### src/design/tbw_pkg.sv
package tbw_pkg;

	// ----------------------------------------------------------------
	// Clock and register map
	// ----------------------------------------------------------------
	localparam int CLK_HZ = 10_000_000;
	localparam int ADDR_W = 6;
	localparam int NTMR = 4;
	localparam logic [5:0] OFS_CTRL1 = 6'h00;
	localparam logic [5:0] OFS_CTRL2 = 6'h04;
	localparam logic [5:0] OFS_WD_CTRL = 6'h08;
	localparam logic [5:0] OFS_WD_KICK = 6'h0C;
	localparam logic [5:0] OFS_LOAD12 = 6'h10;
	localparam logic [5:0] OFS_LOAD3 = 6'h14;
	localparam logic [5:0] OFS_LOAD4 = 6'h18;
	localparam logic [5:0] OFS_CNT12 = 6'h20;
	localparam logic [5:0] OFS_CNT3 = 6'h24;
	localparam logic [5:0] OFS_CNT4 = 6'h28;
	localparam logic [5:0] OFS_CLR [4] = '{6'h30, 6'h34, 6'h38, 6'h3C};

	// ----------------------------------------------------------------
	// Field positions and reset values
	// ----------------------------------------------------------------
	localparam int CTL_STRIDE = 8;
	localparam int FLD_FLAG = 0;
	localparam int FLD_EN = 1;
	localparam int FLD_IEN = 2;
	localparam int FLD_CS = 3;
	localparam int LATCH_SEL_BIT = 0;
	localparam int WD_EN_BIT = 0;
	localparam int WD_SEL_LSB = 8;
	localparam int WD_RESP_BIT = 16;
	localparam logic [31:0] WD_CTRL_MASK = 32'h0001_0701;
	localparam logic [31:0] CTRL1_RST = 32'h0000_0000;
	localparam logic [31:0] CTRL2_RST = 32'h0000_0000;
	localparam logic [31:0] WD_CTRL_RST = 32'h0000_0000;
	localparam logic [31:0] LOAD_RST = 32'h0000_0000;
	localparam logic [31:0] CNT_MASK [4] = '{32'h0000_FFFF, 32'h0000_FFFF,
		32'hFFFF_FFFF, 32'hFFFF_FFFF};

	// ----------------------------------------------------------------
	// Tick rates and watchdog timeouts
	// ----------------------------------------------------------------
	localparam int TICK_HZ [4] = '{2_000_000, 1_000_000, 500_000, 250_000};
	localparam int TICK_DIV [4] = '{CLK_HZ / TICK_HZ[0],
		CLK_HZ / TICK_HZ[1], CLK_HZ / TICK_HZ[2], CLK_HZ / TICK_HZ[3]};
	localparam longint WD_US [8] = '{135_000_000, 33_600_000, 2_100_000,
		524_000, 262_000, 131_000, 32_768, 2_048};
	localparam longint CLK_PER_US = longint'(CLK_HZ) / 1_000_000;
	localparam logic [31:0] WD_CYC_DEF [8] = '{
		32'(WD_US[0] * CLK_PER_US), 32'(WD_US[1] * CLK_PER_US),
		32'(WD_US[2] * CLK_PER_US), 32'(WD_US[3] * CLK_PER_US),
		32'(WD_US[4] * CLK_PER_US), 32'(WD_US[5] * CLK_PER_US),
		32'(WD_US[6] * CLK_PER_US), 32'(WD_US[7] * CLK_PER_US)};

endpackage

### src/design/tbw_tick_if.sv
`timescale 1ns/100ps
// Tick strobes, one per selectable rate
interface tbw_tick_if;
	logic [3:0] tick;
	modport src (output tick);
	modport dst (input tick);
endinterface // tbw_tick_if

### src/design/tbw_top.sv
`timescale 1ns/100ps
module tbw_top #(
	parameter logic [31:0] WDT_CYC [8] = tbw_pkg::WD_CYC_DEF
) (
	// Clock and reset
	input wire logic mclk,
	input wire logic sys_rst,
	// Register port
	input wire logic reg_wr,
	input wire logic reg_rd,
	input wire logic [tbw_pkg::ADDR_W-1:0] reg_addr,
	input wire logic [3:0] reg_be,
	input wire logic [31:0] reg_wdata,
	output logic [31:0] reg_rdata,
	output logic reg_rvalid,
	// System signals
	output logic sys_irq,
	output logic wdt_sys_rst,
	output logic serr_n_o,
	output logic serr_n_oe
);
	import tbw_pkg::*;

	// ----------------------------------------------------------------
	// Declarations
	// ----------------------------------------------------------------
	tbw_tick_if tk ();
	logic [31:0] timer_control_one_reg;
	logic [31:0] timer_control_one_next;
	logic [31:0] timer_control_two_reg;
	logic [31:0] watchdog_control_reg;
	logic [31:0] load_one_two_reg;
	logic [31:0] load_three_reg;
	logic [31:0] timer_four_reload_value_reg;
	logic [31:0] cnt_reg [4];
	logic [31:0] latch_reg [4];
	logic pend_reg [4];
	logic [31:0] load_val [4];
	logic load_wr [4];
	logic tick_sel [4];
	logic tc [4];
	logic [3:0] clr_wr;
	logic [3:0] flags;
	logic [31:0] rd_mux;
	logic [31:0] rdata_reg;
	logic rvalid_reg;
	logic irq_reg;
	logic wd_rst_reg, serr_oe_reg, serr_out_reg;
	logic wd_expire;
	logic wd_restart;
	logic [31:0] wd_ctrl_wval;
	logic [2:0] wd_sel_now;
	logic latch_all;
	logic wr_ctrl1, wr_ctrl2, wr_wdctl, wr_kick;
	logic wr_load12, wr_load3, wr_load4;
	logic rd_cnt12, rd_cnt3, rd_cnt4;

	function automatic logic [31:0] merge(input logic [31:0] old,
		input logic [31:0] wd, input logic [3:0] be);
		logic [31:0] r;
		r = old;
		for (int b = 0; b < 4; b++) begin
			if (be[b])
				r[b*8 +: 8] = wd[b*8 +: 8];
		end
		return r;
	endfunction

	// ----------------------------------------------------------------
	// Address decode
	// ----------------------------------------------------------------
	assign wr_ctrl1 = reg_wr && reg_addr == OFS_CTRL1;
	assign wr_ctrl2 = reg_wr && reg_addr == OFS_CTRL2;
	assign wr_wdctl = reg_wr && reg_addr == OFS_WD_CTRL;
	assign wr_kick = reg_wr && reg_addr == OFS_WD_KICK;
	assign wr_load12 = reg_wr && reg_addr == OFS_LOAD12;
	assign wr_load3 = reg_wr && reg_addr == OFS_LOAD3;
	assign wr_load4 = reg_wr && reg_addr == OFS_LOAD4;
	assign rd_cnt12 = reg_rd && reg_addr == OFS_CNT12;
	assign rd_cnt3 = reg_rd && reg_addr == OFS_CNT3;
	assign rd_cnt4 = reg_rd && reg_addr == OFS_CNT4;
	assign latch_all = timer_control_two_reg[LATCH_SEL_BIT];

	// Clear strobes ignore the data and the byte enables
	for (genvar i = 0; i < NTMR; i++) begin : g_clr
		assign clr_wr[i] = reg_wr && reg_addr == OFS_CLR[i];
		assign flags[i] = timer_control_one_reg[i*CTL_STRIDE + FLD_FLAG];
	end

	assign load_val[0] = {16'h0000, load_one_two_reg[15:0]};
	assign load_val[1] = {16'h0000, load_one_two_reg[31:16]};
	assign load_val[2] = load_three_reg;
	assign load_val[3] = timer_four_reload_value_reg;
	assign load_wr[0] = wr_load12 && |reg_be[1:0];
	assign load_wr[1] = wr_load12 && |reg_be[3:2];
	assign load_wr[2] = wr_load3 && |reg_be;
	assign load_wr[3] = wr_load4 && |reg_be;

	// ----------------------------------------------------------------
	// Configuration and load registers
	// ----------------------------------------------------------------
	always_ff @(posedge mclk or posedge sys_rst) begin
		if (sys_rst) begin
			timer_control_two_reg <= CTRL2_RST;
			watchdog_control_reg <= WD_CTRL_RST;
			load_one_two_reg <= LOAD_RST;
			load_three_reg <= LOAD_RST;
			timer_four_reload_value_reg <= LOAD_RST;
		end else begin
			if (wr_ctrl2)
				timer_control_two_reg <= merge(timer_control_two_reg,
					reg_wdata, reg_be);
			if (wr_wdctl)
				watchdog_control_reg <= wd_ctrl_wval;
			if (wr_load12)
				load_one_two_reg <= merge(load_one_two_reg, reg_wdata, reg_be);
			if (wr_load3)
				load_three_reg <= merge(load_three_reg, reg_wdata, reg_be);
			if (wr_load4)
				timer_four_reload_value_reg <= merge(
					timer_four_reload_value_reg, reg_wdata, reg_be);
		end
	end

	// ----------------------------------------------------------------
	// Control one with cause flags
	// ----------------------------------------------------------------
	// A timeout with its interrupt enabled in the same cycle as a clear keeps the flag set
	always_comb begin
		timer_control_one_next = timer_control_one_reg;
		if (wr_ctrl1)
			timer_control_one_next = merge(timer_control_one_reg,
				reg_wdata, reg_be);
		for (int i = 0; i < NTMR; i++) begin
			timer_control_one_next[i*CTL_STRIDE + FLD_FLAG] =
				(tc[i] && timer_control_one_reg[i*CTL_STRIDE + FLD_IEN])
				|| (flags[i] && !clr_wr[i]
				&& timer_control_one_next[i*CTL_STRIDE + FLD_FLAG]);
		end
	end

	always_ff @(posedge mclk or posedge sys_rst) begin
		if (sys_rst)
			timer_control_one_reg <= CTRL1_RST;
		else
			timer_control_one_reg <= timer_control_one_next;
	end

	always_ff @(posedge mclk or posedge sys_rst) begin
		if (sys_rst)
			irq_reg <= 1'b0;
		else
			irq_reg <= |flags;
	end

	// ----------------------------------------------------------------
	// Timers
	// ----------------------------------------------------------------
	tbw_prescaler u_prescaler (
		.mclk(mclk),
		.sys_rst(sys_rst),
		.tk(tk.src)
	);

	for (genvar i = 0; i < NTMR; i++) begin : g_tmr
		assign tick_sel[i] =
			tk.tick[timer_control_one_reg[i*CTL_STRIDE + FLD_CS +: 2]];
		assign tc[i] = tick_sel[i] && !pend_reg[i]
			&& timer_control_one_reg[i*CTL_STRIDE + FLD_EN]
			&& cnt_reg[i] == 32'h0;

		// Load waits for the timer's own tick, enabled or not
		always_ff @(posedge mclk or posedge sys_rst) begin
			if (sys_rst)
				pend_reg[i] <= 1'b0;
			else if (load_wr[i])
				pend_reg[i] <= 1'b1;
			else if (tick_sel[i])
				pend_reg[i] <= 1'b0;
		end

		always_ff @(posedge mclk or posedge sys_rst) begin
			if (sys_rst)
				cnt_reg[i] <= 32'h0;
			else if (tick_sel[i] && pend_reg[i])
				cnt_reg[i] <= load_val[i];
			else if (tc[i])
				cnt_reg[i] <= load_val[i];
			else if (tick_sel[i] && timer_control_one_reg[i*CTL_STRIDE + FLD_EN])
				cnt_reg[i] <= (cnt_reg[i] - 32'h1) & CNT_MASK[i];
		end

	end

	// ----------------------------------------------------------------
	// Count latches and read path
	// ----------------------------------------------------------------
	// Latch-all mode trades live reads of 0x24 and 0x28 for a snapshot
	always_ff @(posedge mclk or posedge sys_rst) begin
		if (sys_rst) begin
			for (int i = 0; i < NTMR; i++)
				latch_reg[i] <= 32'h0;
		end else begin
			if (rd_cnt12) begin
				latch_reg[0] <= cnt_reg[0];
				latch_reg[1] <= cnt_reg[1];
				if (latch_all) begin
					latch_reg[2] <= cnt_reg[2];
					latch_reg[3] <= cnt_reg[3];
				end
			end
			if (rd_cnt3 && !latch_all)
				latch_reg[2] <= cnt_reg[2];
			if (rd_cnt4 && !latch_all)
				latch_reg[3] <= cnt_reg[3];
		end
	end

	always_comb begin
		case (reg_addr)
			OFS_CTRL1: rd_mux = timer_control_one_reg;
			OFS_CTRL2: rd_mux = timer_control_two_reg;
			OFS_WD_CTRL: rd_mux = watchdog_control_reg;
			OFS_LOAD12: rd_mux = load_one_two_reg;
			OFS_LOAD3: rd_mux = load_three_reg;
			OFS_LOAD4: rd_mux = timer_four_reload_value_reg;
			OFS_CNT12: rd_mux = {cnt_reg[1][15:0], cnt_reg[0][15:0]};
			OFS_CNT3: rd_mux = latch_all ? latch_reg[2] : cnt_reg[2];
			OFS_CNT4: rd_mux = latch_all ? latch_reg[3] : cnt_reg[3];
			default: rd_mux = 32'h0000_0000;
		endcase
	end

	always_ff @(posedge mclk or posedge sys_rst) begin
		if (sys_rst) begin
			rdata_reg <= 32'h0000_0000;
			rvalid_reg <= 1'b0;
		end else begin
			rdata_reg <= reg_rd ? rd_mux : 32'h0000_0000;
			rvalid_reg <= reg_rd;
		end
	end

	// ----------------------------------------------------------------
	// Watchdog
	// ----------------------------------------------------------------
	// Restart must count the period of the select being written
	assign wd_ctrl_wval = merge(watchdog_control_reg, reg_wdata, reg_be)
		& WD_CTRL_MASK;
	assign wd_sel_now = wr_wdctl ? wd_ctrl_wval[WD_SEL_LSB +: 3]
		: watchdog_control_reg[WD_SEL_LSB +: 3];
	assign wd_restart = wr_kick || (wr_wdctl && reg_be[1]);

	tbw_watchdog #(
		.WDT_CYC(WDT_CYC)
	) u_watchdog (
		.mclk(mclk),
		.sys_rst(sys_rst),
		.wd_en(watchdog_control_reg[WD_EN_BIT]),
		.wd_sel(wd_sel_now),
		.wd_restart(wd_restart),
		.wd_expire(wd_expire)
	);

	// SERR# is open drain: it is only ever pulled low
	always_ff @(posedge mclk or posedge sys_rst) begin
		if (sys_rst) begin
			wd_rst_reg <= 1'b0;
			serr_oe_reg <= 1'b0;
			serr_out_reg <= 1'b0;
		end else begin
			wd_rst_reg <= wd_expire && !watchdog_control_reg[WD_RESP_BIT];
			serr_oe_reg <= wd_expire && watchdog_control_reg[WD_RESP_BIT];
			serr_out_reg <= 1'b0;
		end
	end

	assign reg_rdata = rdata_reg;
	assign reg_rvalid = rvalid_reg;
	assign sys_irq = irq_reg;
	assign wdt_sys_rst = wd_rst_reg;
	assign serr_n_o = serr_out_reg;
	assign serr_n_oe = serr_oe_reg;
endmodule // tbw_top

### src/design/tbw_prescaler.sv
`timescale 1ns/100ps
module tbw_prescaler (
	// Clock and reset
	input wire logic mclk,
	input wire logic sys_rst,
	// Tick strobes
	tbw_tick_if.src tk
);
	import tbw_pkg::*;

	// ----------------------------------------------------------------
	// One free-running divider per rate
	// ----------------------------------------------------------------
	for (genvar i = 0; i < 4; i++) begin : g_div
		if (TICK_DIV[i] < 1 || TICK_DIV[i] > 64)
			$error("tick divider out of range");
		logic [5:0] div_reg;
		logic tick_reg;
		always_ff @(posedge mclk or posedge sys_rst) begin
			if (sys_rst) begin
				div_reg <= 6'h00;
				tick_reg <= 1'b0;
			end else if (div_reg == 6'(TICK_DIV[i] - 1)) begin
				div_reg <= 6'h00;
				tick_reg <= 1'b1;
			end else begin
				div_reg <= div_reg + 6'h01;
				tick_reg <= 1'b0;
			end
		end
		assign tk.tick[i] = tick_reg;
	end

endmodule // tbw_prescaler

### src/design/tbw_watchdog.sv
`timescale 1ns/100ps
module tbw_watchdog #(
	parameter logic [31:0] WDT_CYC [8] = tbw_pkg::WD_CYC_DEF
) (
	// Clock and reset
	input wire logic mclk,
	input wire logic sys_rst,
	// Control
	input wire logic wd_en,
	input wire logic [2:0] wd_sel,
	input wire logic wd_restart,
	// Expiry strobe
	output logic wd_expire
);
	import tbw_pkg::*;

	for (genvar k = 0; k < 8; k++) begin : g_chk
		if (WDT_CYC[k] < 2)
			$error("watchdog timeout too short");
	end

	logic [31:0] count_reg;
	logic [31:0] count_next;
	logic expire_reg;

	// ----------------------------------------------------------------
	// Period counter
	// ----------------------------------------------------------------
	// Held at the full period while off, so enabling starts afresh
	always_comb begin
		count_next = count_reg - 32'h1;
		if (!wd_en || wd_restart)
			count_next = WDT_CYC[wd_sel] - 32'h1;
		else if (count_reg == 32'h0)
			count_next = WDT_CYC[wd_sel] - 32'h1;
	end

	always_ff @(posedge mclk or posedge sys_rst) begin
		if (sys_rst)
			count_reg <= 32'h0;
		else
			count_reg <= count_next;
	end

	always_ff @(posedge mclk or posedge sys_rst) begin
		if (sys_rst)
			expire_reg <= 1'b0;
		else
			expire_reg <= wd_en && !wd_restart && count_reg == 32'h0;
	end

	assign wd_expire = expire_reg;
endmodule // tbw_watchdog

### config.mk
export PLATFORM = sky130hd
export DESIGN_NAME = tbw_top
export DESIGN_NICKNAME = d
export VERILOG_FILES = /design/src/design/tbw_pkg.sv /design/src/design/tbw_tick_if.sv /design/src/design/tbw_top.sv /design/src/design/tbw_prescaler.sv /design/src/design/tbw_watchdog.sv
export SDC_FILE = /design/constraint.sdc
export NUM_CORES = 1
export LEC_CHECK = 0
export BUFFER_PORTS_ARGS = -buffer_cell sky130_fd_sc_hd__buf_4
export CORE_MARGIN = 2
export CORE_UTILIZATION = 60
export DETAILED_ROUTE_END_ITERATION = 8
export PLACE_DENSITY = 0.78
export SLEW_MARGIN = 20
export SYNTH_ARGS = -nofsm -noshare
export SYNTH_HDL_FRONTEND = slang
export SYNTH_SLANG_ARGS = --single-unit
### constraint.sdc
create_clock -name mclk -period 34.5 [get_ports mclk]
set_clock_uncertainty 0.15 [all_clocks]
set_input_delay 5.175 -clock mclk [delete_from_list [all_inputs] [get_ports mclk]]
set_output_delay 5.175 -clock mclk [all_outputs]
set_load 0.02 [all_outputs]
==> results of run 1 <==
critical path, stage by stage:
cell and delay (ns):
buf_4 0.16, or4_1 0.74, nor2_1 0.46, mux2i_1 0.64, inv_1 0.36, nand2_1 0.19
ha_1 0.28, nor2_1 0.11, nor3_1 0.31, a21boi_0 0.45, o32ai_1 0.16, xnor2_1 0.18
mux2i_1 0.09
area by class of cell:
cell class / instances / area, um2 / area share [%]
inverters: 41 / 161 / 0.675
repair buffers: 107 / 811 / 3.39
flip-flops and latches: 426 / 10700 / 44.6
well taps: 461 / 577 / 2.41
clock buffers: 61 / 1320 / 5.51
clock inverters: 14 / 76.3 / 0.319
diodes: 1 / 2.50 / 0.0105
multi-input cells: 1438 / 10300 / 43.1
stage by stage:
step	cell area, um2	hold slack, ns	utilization [%]	worst slack [ns]
after global routing	23900	0.340	67.4	25.17
after CTS	23900	0.323	67.3	25.55
final	23900	0.321	67.4	25.45
after detailed placement	22500	0.307	63.4	24.98
after floorplan	21600	0.283	-	17.31
after global placement	22500	0.305	63.4	25.07
synthesized netlist by cell type (40+ instances only):
| library cell | number |
|---|---|
| nor3_1 | 68 |
| a31oi_1 | 49 |
| nor4_1 | 40 |
| nand2_1 | 123 |
| clkbuf_1 | 114 |
| mux2i_1 | 72 |
| mux2_2 | 218 |
| nand3_1 | 71 |
| o21ai_0 | 91 |
| dfrtp_1 | 426 |
| a22oi_1 | 46 |
| a21oi_1 | 109 |
| nor2_1 | 130 |
| inv_1 | 41 |
per-layer routing:
layer  track usage (%)  vias to the layer above  share of wire, %
met3              8.68                      151                11
met1              48.0                     8857                40
met5                 0                        -             0.023
li1                  -                     7715                 -
met2              50.8                     1050                45
met4              12.1                        2               3.5
power groups by stage:
stage	logic, mW	clock network [mW]	registers (mW)
2_1_floorplan	0.160	0	0.604
3_3_place_gp	0.187	0	0.635
3_5_place_dp	0.195	0	0.639
4_1_cts	0.196	0.469	0.631
5_1_grt	0.220	0.490	0.641
6_report	0.200	0.466	0.635
path summary, 6_finish.rpt:
kind	from	end	slack, ns	cells after the start
max	reg_addr[1]	u_watchdog.count_reg[26]	25.45	13
min	u_prescaler.g_div[0].div_reg[5]	u_prescaler.g_div[0].div_reg[5]	0.32	1
max reg2reg	cnt_reg[0]	cnt_reg[8]	30.43	9
min reg2reg	u_prescaler.g_div[0].div_reg[5]	u_prescaler.g_div[0].div_reg[5]	0.32	1
max in group asynchronous	sys_rst	latch_reg[44]	27.35	4
min in group asynchronous	sys_rst	u_watchdog.count_reg[6]	4.67	2
cells by family (layout without fill, tap and decap cells):
logic type / Yosys count / count (layout) / synth area share (%)
mux: 294 / 294 / 15.1
simple gates: 565 / 565 / 13.1
xor+xnor: 50 / 50 / 2.03
fa+ha+maj: 21 / 21 / 1.22
other cells: 1 / 2 / 0.0174
flops: 426 / 426 / 49.3
buf+inv: 182 / 223 / 3.34
compound gates: 507 / 507 / 15.8
==> summary.md, run 1 <==
| Metric | Value |
|---|---|
| Outcome | finished, final reports clean |
| Area of the mapped netlist | ~22000 um2 |
| Total wirelength of the detailed-routed design | approximately 64 mm |
| Yosys warning total | 0 |
| WP data required | around 35 ns |
| Cell types with the largest area share after synthesis | dfrtp_1 (49%), mux2_2 (11%), mux2i_1 (3.3%) |
| Portion of total power attributed to the clock network | a little over a third |
| Net count after synthesis | between 2k and 2.5k |
| #FFs+latches synth | between 400 and 500 |
| Crit. End Element | flop |
| Area growth syn-to-layout | 10.7% |
| Final weighted congestion in routability-driven placement | 0.944 |
| DRT antenna net count | 0 |
| Proportion of layout cells with a drive suffix above 1 | around 20% |
| Overall Power | between 1 and 1.5 mW |
| Distinct cell type count after synthesis | 82 |
| Number of cells produced by synthesis | between 2k and 2.5k |
| Post-CTS setup repair buffer count | 0 |
| Max_slew headroom | between 20% and 30% |
| Initial antenna violation count | 1 |
| Global-route total usage across every layer | between 30% and 40% |
| Maximum clock insertion buffer count | 3 |
| Initial drt markers | approximately 2.1k |
| Clock root buffer | clkbuf_16 |
| Most frequently used flop master after synthesis | dfrtp_1 |
| Yosys top cell area share | about half |
| Via Count | around 18k |
| Shortest period the worst path allows | ~9.0 ns |
| Post-synthesis cell type with the largest combined area | dfrtp_1 |
| Die height | just under 200 um |
| Share of power burned in combinational logic | around 15% |
| # placed instances | between 2k and 2.5k |
| Number of placed I/O pins | 83 |
| Achievable Freq | about 110 MHz |
| DRC | 0 |
| Sequential share of power | 48.8% |
| Largest register FFs | 96 |
| Count of fill cells added during filler insertion | between 2k and 3k |
| Row cnt | 69 |
| Gr ovfl total | 0 |
| Nets@finish | 2126 |
| Hold violation total from the final report | 0 |
| Gates resized, CTS repair | 0 |
| Detailed Place HPWL | 44.6 mm |
| Initial standard-cell utilization of the core | around three fifths |
| Switching power total | roughly 0.4 mW |
| TritonCTS clock tree | done |
| Number of clock sinks | ~430 |
| Ratio of final minimum period to clock period | a little over a quarter |
| Share of flip-flops with an asynchronous set or reset | 100% |
| Final number of setup-violating endpoints | 0 |
| Setup repair after global routing missed its margin | no |
| Slew of the pin with the lowest slew margin | between 1 and 1.5 ns |
| Max H-tree Level | 2 |
| Commonest non-fill, non-tap cells in the layout | dfrtp_1 (425), mux2_2 (218), nor2_1 (126) |
| 1st-pass router iterations | 7 |
| Most common cell after layout, fill and taps aside | dfrtp_1 |
| Setup crit start kind | input port |
| First-pass GRT wire length | about 100 mm |
| Slew Viols, Final | 0 |
| Worst-case vdd ir drop | slightly above 0.00004 V |
| Leakage | 10.3 nW |
| Final non-filler cell total | about 2.5k |
| Data arrival, critical path | ~9.3 ns |
| Int Power | roughly 0.91 mW |
| Clock transition at the register clock pins on the worst setup and hold paths after CTS | 0.06 ns |
| Cts hold-fix bufs | 0 |
| Average instance area after synthesis | 10.6 um2 |
| Number of violations of the max-capacitance limit | 0 |
| Core box area | between 30000 and 40000 um2 |
| Skew-Pair Late Insertion Delay | 0.56 ns |
| Cell area power density | ~54 nW/um2 |
| Switching Fraction | a little under a third |
| Die outline area | roughly 38000 um2 |
| Width of the chip | 194 um |
| Sequential share of the synthesized area | roughly half |
| Type of the most critical hold path | flop to flop |
| Total negative setup slack | 0 ns |
| Buffers added on ports | 81 |
| Number of enable flip-flop cells after synthesis | 0 |
| Maximum number of pins on one net before global-route repair | 138 |
| CTS buffer count | 45 |
| Largest fanout on the critical path | 11 |
| Number of global-route vias before repair | ~17k |
| Wirelength per Cell | 25.2 um |
| DR vias/cell | 6.97 |
| Start-to-end type of the worst setup path | input port to flop |
Power figures use the tool's default switching activity.
==> run 2, diff against run 1 <==
CORE_UTILIZATION = 56   (was 60)
PLACE_DENSITY = 0.76   (was 0.78)
clock period = 7.94 ns   (was 34.5 ns; I/O delays follow)
==> run 2 against run 1 <==
Combinational power rose to 4.3 times the previous value. Clock power rose to 5.1 times the previous value. Largest power group unchanged. Highest routed layer unchanged. Wire length fell by 0.59%. Final area rose by 1.4%. Count of clock-buffer cells in the layout rose by 5. Worst setup slack got worse by 23 ns. Critical path depth did not move. Sequential power rose to 4.3 times the previous value. Die area rose by 7.0%. Sequential cell count did not move.
==> summary.md, run 2 (synthesis gave the netlist of run 1 again) <==
| Metric | Value |
|---|---|
| Outcome | finished, final reports clean (unchanged) |
| Most common cell after layout, fill and taps aside | dfrtp_1 (unchanged) |
| Via Count | 17.6k (was 17.8k) |
| Cts hold-fix bufs | 0 (unchanged) |
| Number of violations of the max-capacitance limit | 0 (unchanged) |
| Hold violation total from the final report | 0 (unchanged) |
| Ratio of final minimum period to clock period | 62.9% |
| Final number of setup-violating endpoints | 0 (unchanged) |
| Crit. End Element | flop (unchanged) |
| Max_slew headroom | 24.1% (was 27.4%) |
| Die outline area | 40200 um2 (was 37500 um2) |
| Post-layout instance area | 24200 um2 (was 23900 um2) |
| CTS buffer count | 45 (unchanged) |
| Achievable Freq | between 200 and 250 MHz |
| Final non-filler cell total | 2605 (was 2549) |
| Capture instance of the worst register-to-register path | cnt_reg[8] (unchanged) |
| Number of clock sinks | 426 (unchanged) |
| Gates resized, CTS repair | 0 (unchanged) |
| Die height | 200 um (was 194 um) |
| Total wirelength of the detailed-routed design | 63.9 mm (was 64.3 mm) |
| WP data required | 8.21 ns (was 34.77 ns) |
| Buffers added on ports | 81 (unchanged) |
| Number of global-route vias before repair | 16.9k (was 17.1k) |
| Global-route total usage across every layer | 31.5% (was 33.8%) |
| Final weighted congestion in routability-driven placement | 0.919 (was 0.944) |
| Standard cell area after detailed placement | 22600 um2 (was 22500 um2) |
| Initial antenna violation count | 3 (was 1) |
| Largest register FFs | 96 (unchanged) |
| DRC | 0 (unchanged) |
| Maximum number of pins on one net before global-route repair | 140 (was 138) |
| Wirelength per Cell | 24.5 um (was 25.2 um) |
| Setup crit start kind | input port (unchanged) |
| Worst hold path endpoint | u_prescaler.g_div[1].div_reg[5] (was u_prescaler.g_div[0].div_reg[5]) |
| Number of placed I/O pins | 83 (unchanged) |
| Initial drt markers | 2001 (was 2125) |
| Width of the chip | 200 um (was 194 um) |
| Slew of the pin with the lowest slew margin | 1.14 ns (was 1.09 ns) |
| DRT antenna net count | 0 (unchanged) |
| # placed instances | 2520 (was 2473) |
| End-of-flow core utilization | 64.1% (was 67.4%) |
| Skew-Pair Late Insertion Delay | 0.58 ns (was 0.56 ns) |
| Nets@finish | 2123 (was 2126) |
| Post-CTS setup repair buffer count | 0 (unchanged) |
| Clock root buffer | clkbuf_16 (unchanged) |
| DR vias/cell | 6.75 (was 6.97) |
| Maximum clock insertion buffer count | 3 (unchanged) |
| Hold Crit Depth | 1 (unchanged) |
| Area growth syn-to-layout | 12.2% (was 10.7%) |
| Start-to-end type of the worst setup path | input port to flop (unchanged) |
| Setup repair after global routing missed its margin | no (unchanged) |
| Core box area | 37800 um2 (was 35500 um2) |
| Total negative setup slack | 0 ns (unchanged) |
| Detailed Place HPWL | 44.9 mm (was 44.6 mm) |
| Cell area power density | 247 nW/um2 (was 54.4 nW/um2) |
| Leakage | 10.4 nW (was 10.3 nW) |
| Worst R2R Path Depth | 9 (unchanged) |
| Register-to-register setup slack | 3.88 ns (was 30.43 ns) |
| Data arrival, critical path | 5.26 ns (was 9.31 ns) |
| Commonest non-fill, non-tap cells in the layout | dfrtp_1 (425), mux2_2 (218), nor2_1 (126) (unchanged) |
| Origin of the worst min-delay path | u_prescaler.g_div[1].div_reg[5] (was u_prescaler.g_div[0].div_reg[5]) |
| First-pass GRT wire length | 99.0 mm (was 100 mm) |
| Largest fanout on the critical path | 11 (unchanged) |
| Initial standard-cell utilization of the core | 57.1% (was 60.9%) |
| Proportion of layout cells with a drive suffix above 1 | 20.6% (about the same) |
| Count of fill cells added during filler insertion | 3017 (was 2726) |
| 1st-pass router iterations | 9 (was 7) |
| Type of the most critical hold path | flop to flop (unchanged) |
| Start point of the critical path | reg_addr[1] (unchanged) |
| Worst-case vdd ir drop | 0.000205 V (was 0.0000409 V) |
| TritonCTS clock tree | done (unchanged) |
| Gr ovfl total | 0 (unchanged) |
| Post-Route Hold Slack | 0.322 ns (was 0.321 ns) |
| Clock transition at the register clock pins on the worst setup and hold paths after CTS | 0.06 ns (about the same) |
| Slew Viols, Final | 0 (unchanged) |
| Row cnt | 71 (was 69) |
| Shortest period the worst path allows | 4.99 ns |
| Start of the worst register-to-register path | cnt_reg[0] (unchanged) |
| Max H-tree Level | 2 (unchanged) |
==> run 2: cell types whose count changed in the layout (fill, tap and decap cells not counted), sizes merged <==
| cell | change |
|---|---|
| buf | -3 |
| bufinv | +9 |
| clkbuf | +5 |
| clkinv | -6 |
| clkinvlp | +2 |
| inv | -1 |
==> run 2: layout make-up <==
cell class	instances	area [um2]	share of cell area, %
clock inverters	18	328	1.35
inverters	41	158	0.650
repair buffers	104	805	3.32
well taps	511	639	2.64
flip-flops and latches	426	10700	44.0
diodes	1	2.50	0.0103
multi-input cells	1438	10300	42.5
clock buffers	66	1350	5.56
==> run 2: stage by stage <==
step	total power [mW]	setup WS [ns]
after floorplan	3.32	0.850
after global placement	3.58	2.50
after detailed placement	3.62	2.44
after CTS	5.98	3.00
after global routing	6.22	2.67
final	5.98	2.95
==> run 2: worst max path at each step <==
stage / to / slack, ns / cells past startpoint
after floorplan: cnt_reg[0] / 0.85 / 1
after global placement: u_watchdog.count_reg[26] / 2.50 / 13
after detailed placement: u_watchdog.count_reg[26] / 2.44 / 13
after CTS: u_watchdog.count_reg[26] / 3.00 / 13
after global routing: u_watchdog.count_reg[26] / 2.67 / 13
final: u_watchdog.count_reg[26] / 2.95 / 13
==> run 2: routing by layer <==
layer | vias up | global-route usage [%] | share of wire (%)
met5 | - | 0 | 0.050
met4 | 6 | 11.0 | 3.4
met3 | 145 | 9.37 | 11
met2 | 885 | 47.8 | 45
met1 | 8849 | 43.5 | 40
li1 | 7707 | - | -
==> run 2: critical path, stage by stage <==
cell      delay, ns
buf_4          0.15
or4_1          0.76
nor2_1         0.45
mux2i_1        0.67
inv_1          0.36
nand2_1        0.19
ha_1           0.28
nor2_1         0.11
nor3_1         0.21
a21boi_0       0.47
o32ai_1        0.16
xnor2_1        0.17
mux2i_1        0.09
==> run 2: power breakdown <==
part | leakage [nW] | total (mW) | switching [mW] | internal, mW
combinational | 3.90 | 0.857 | 0.481 | 0.376
clock | 0.817 | 2.37 | 0.894 | 1.47
sequential | 5.66 | 2.76 | 0.348 | 2.41
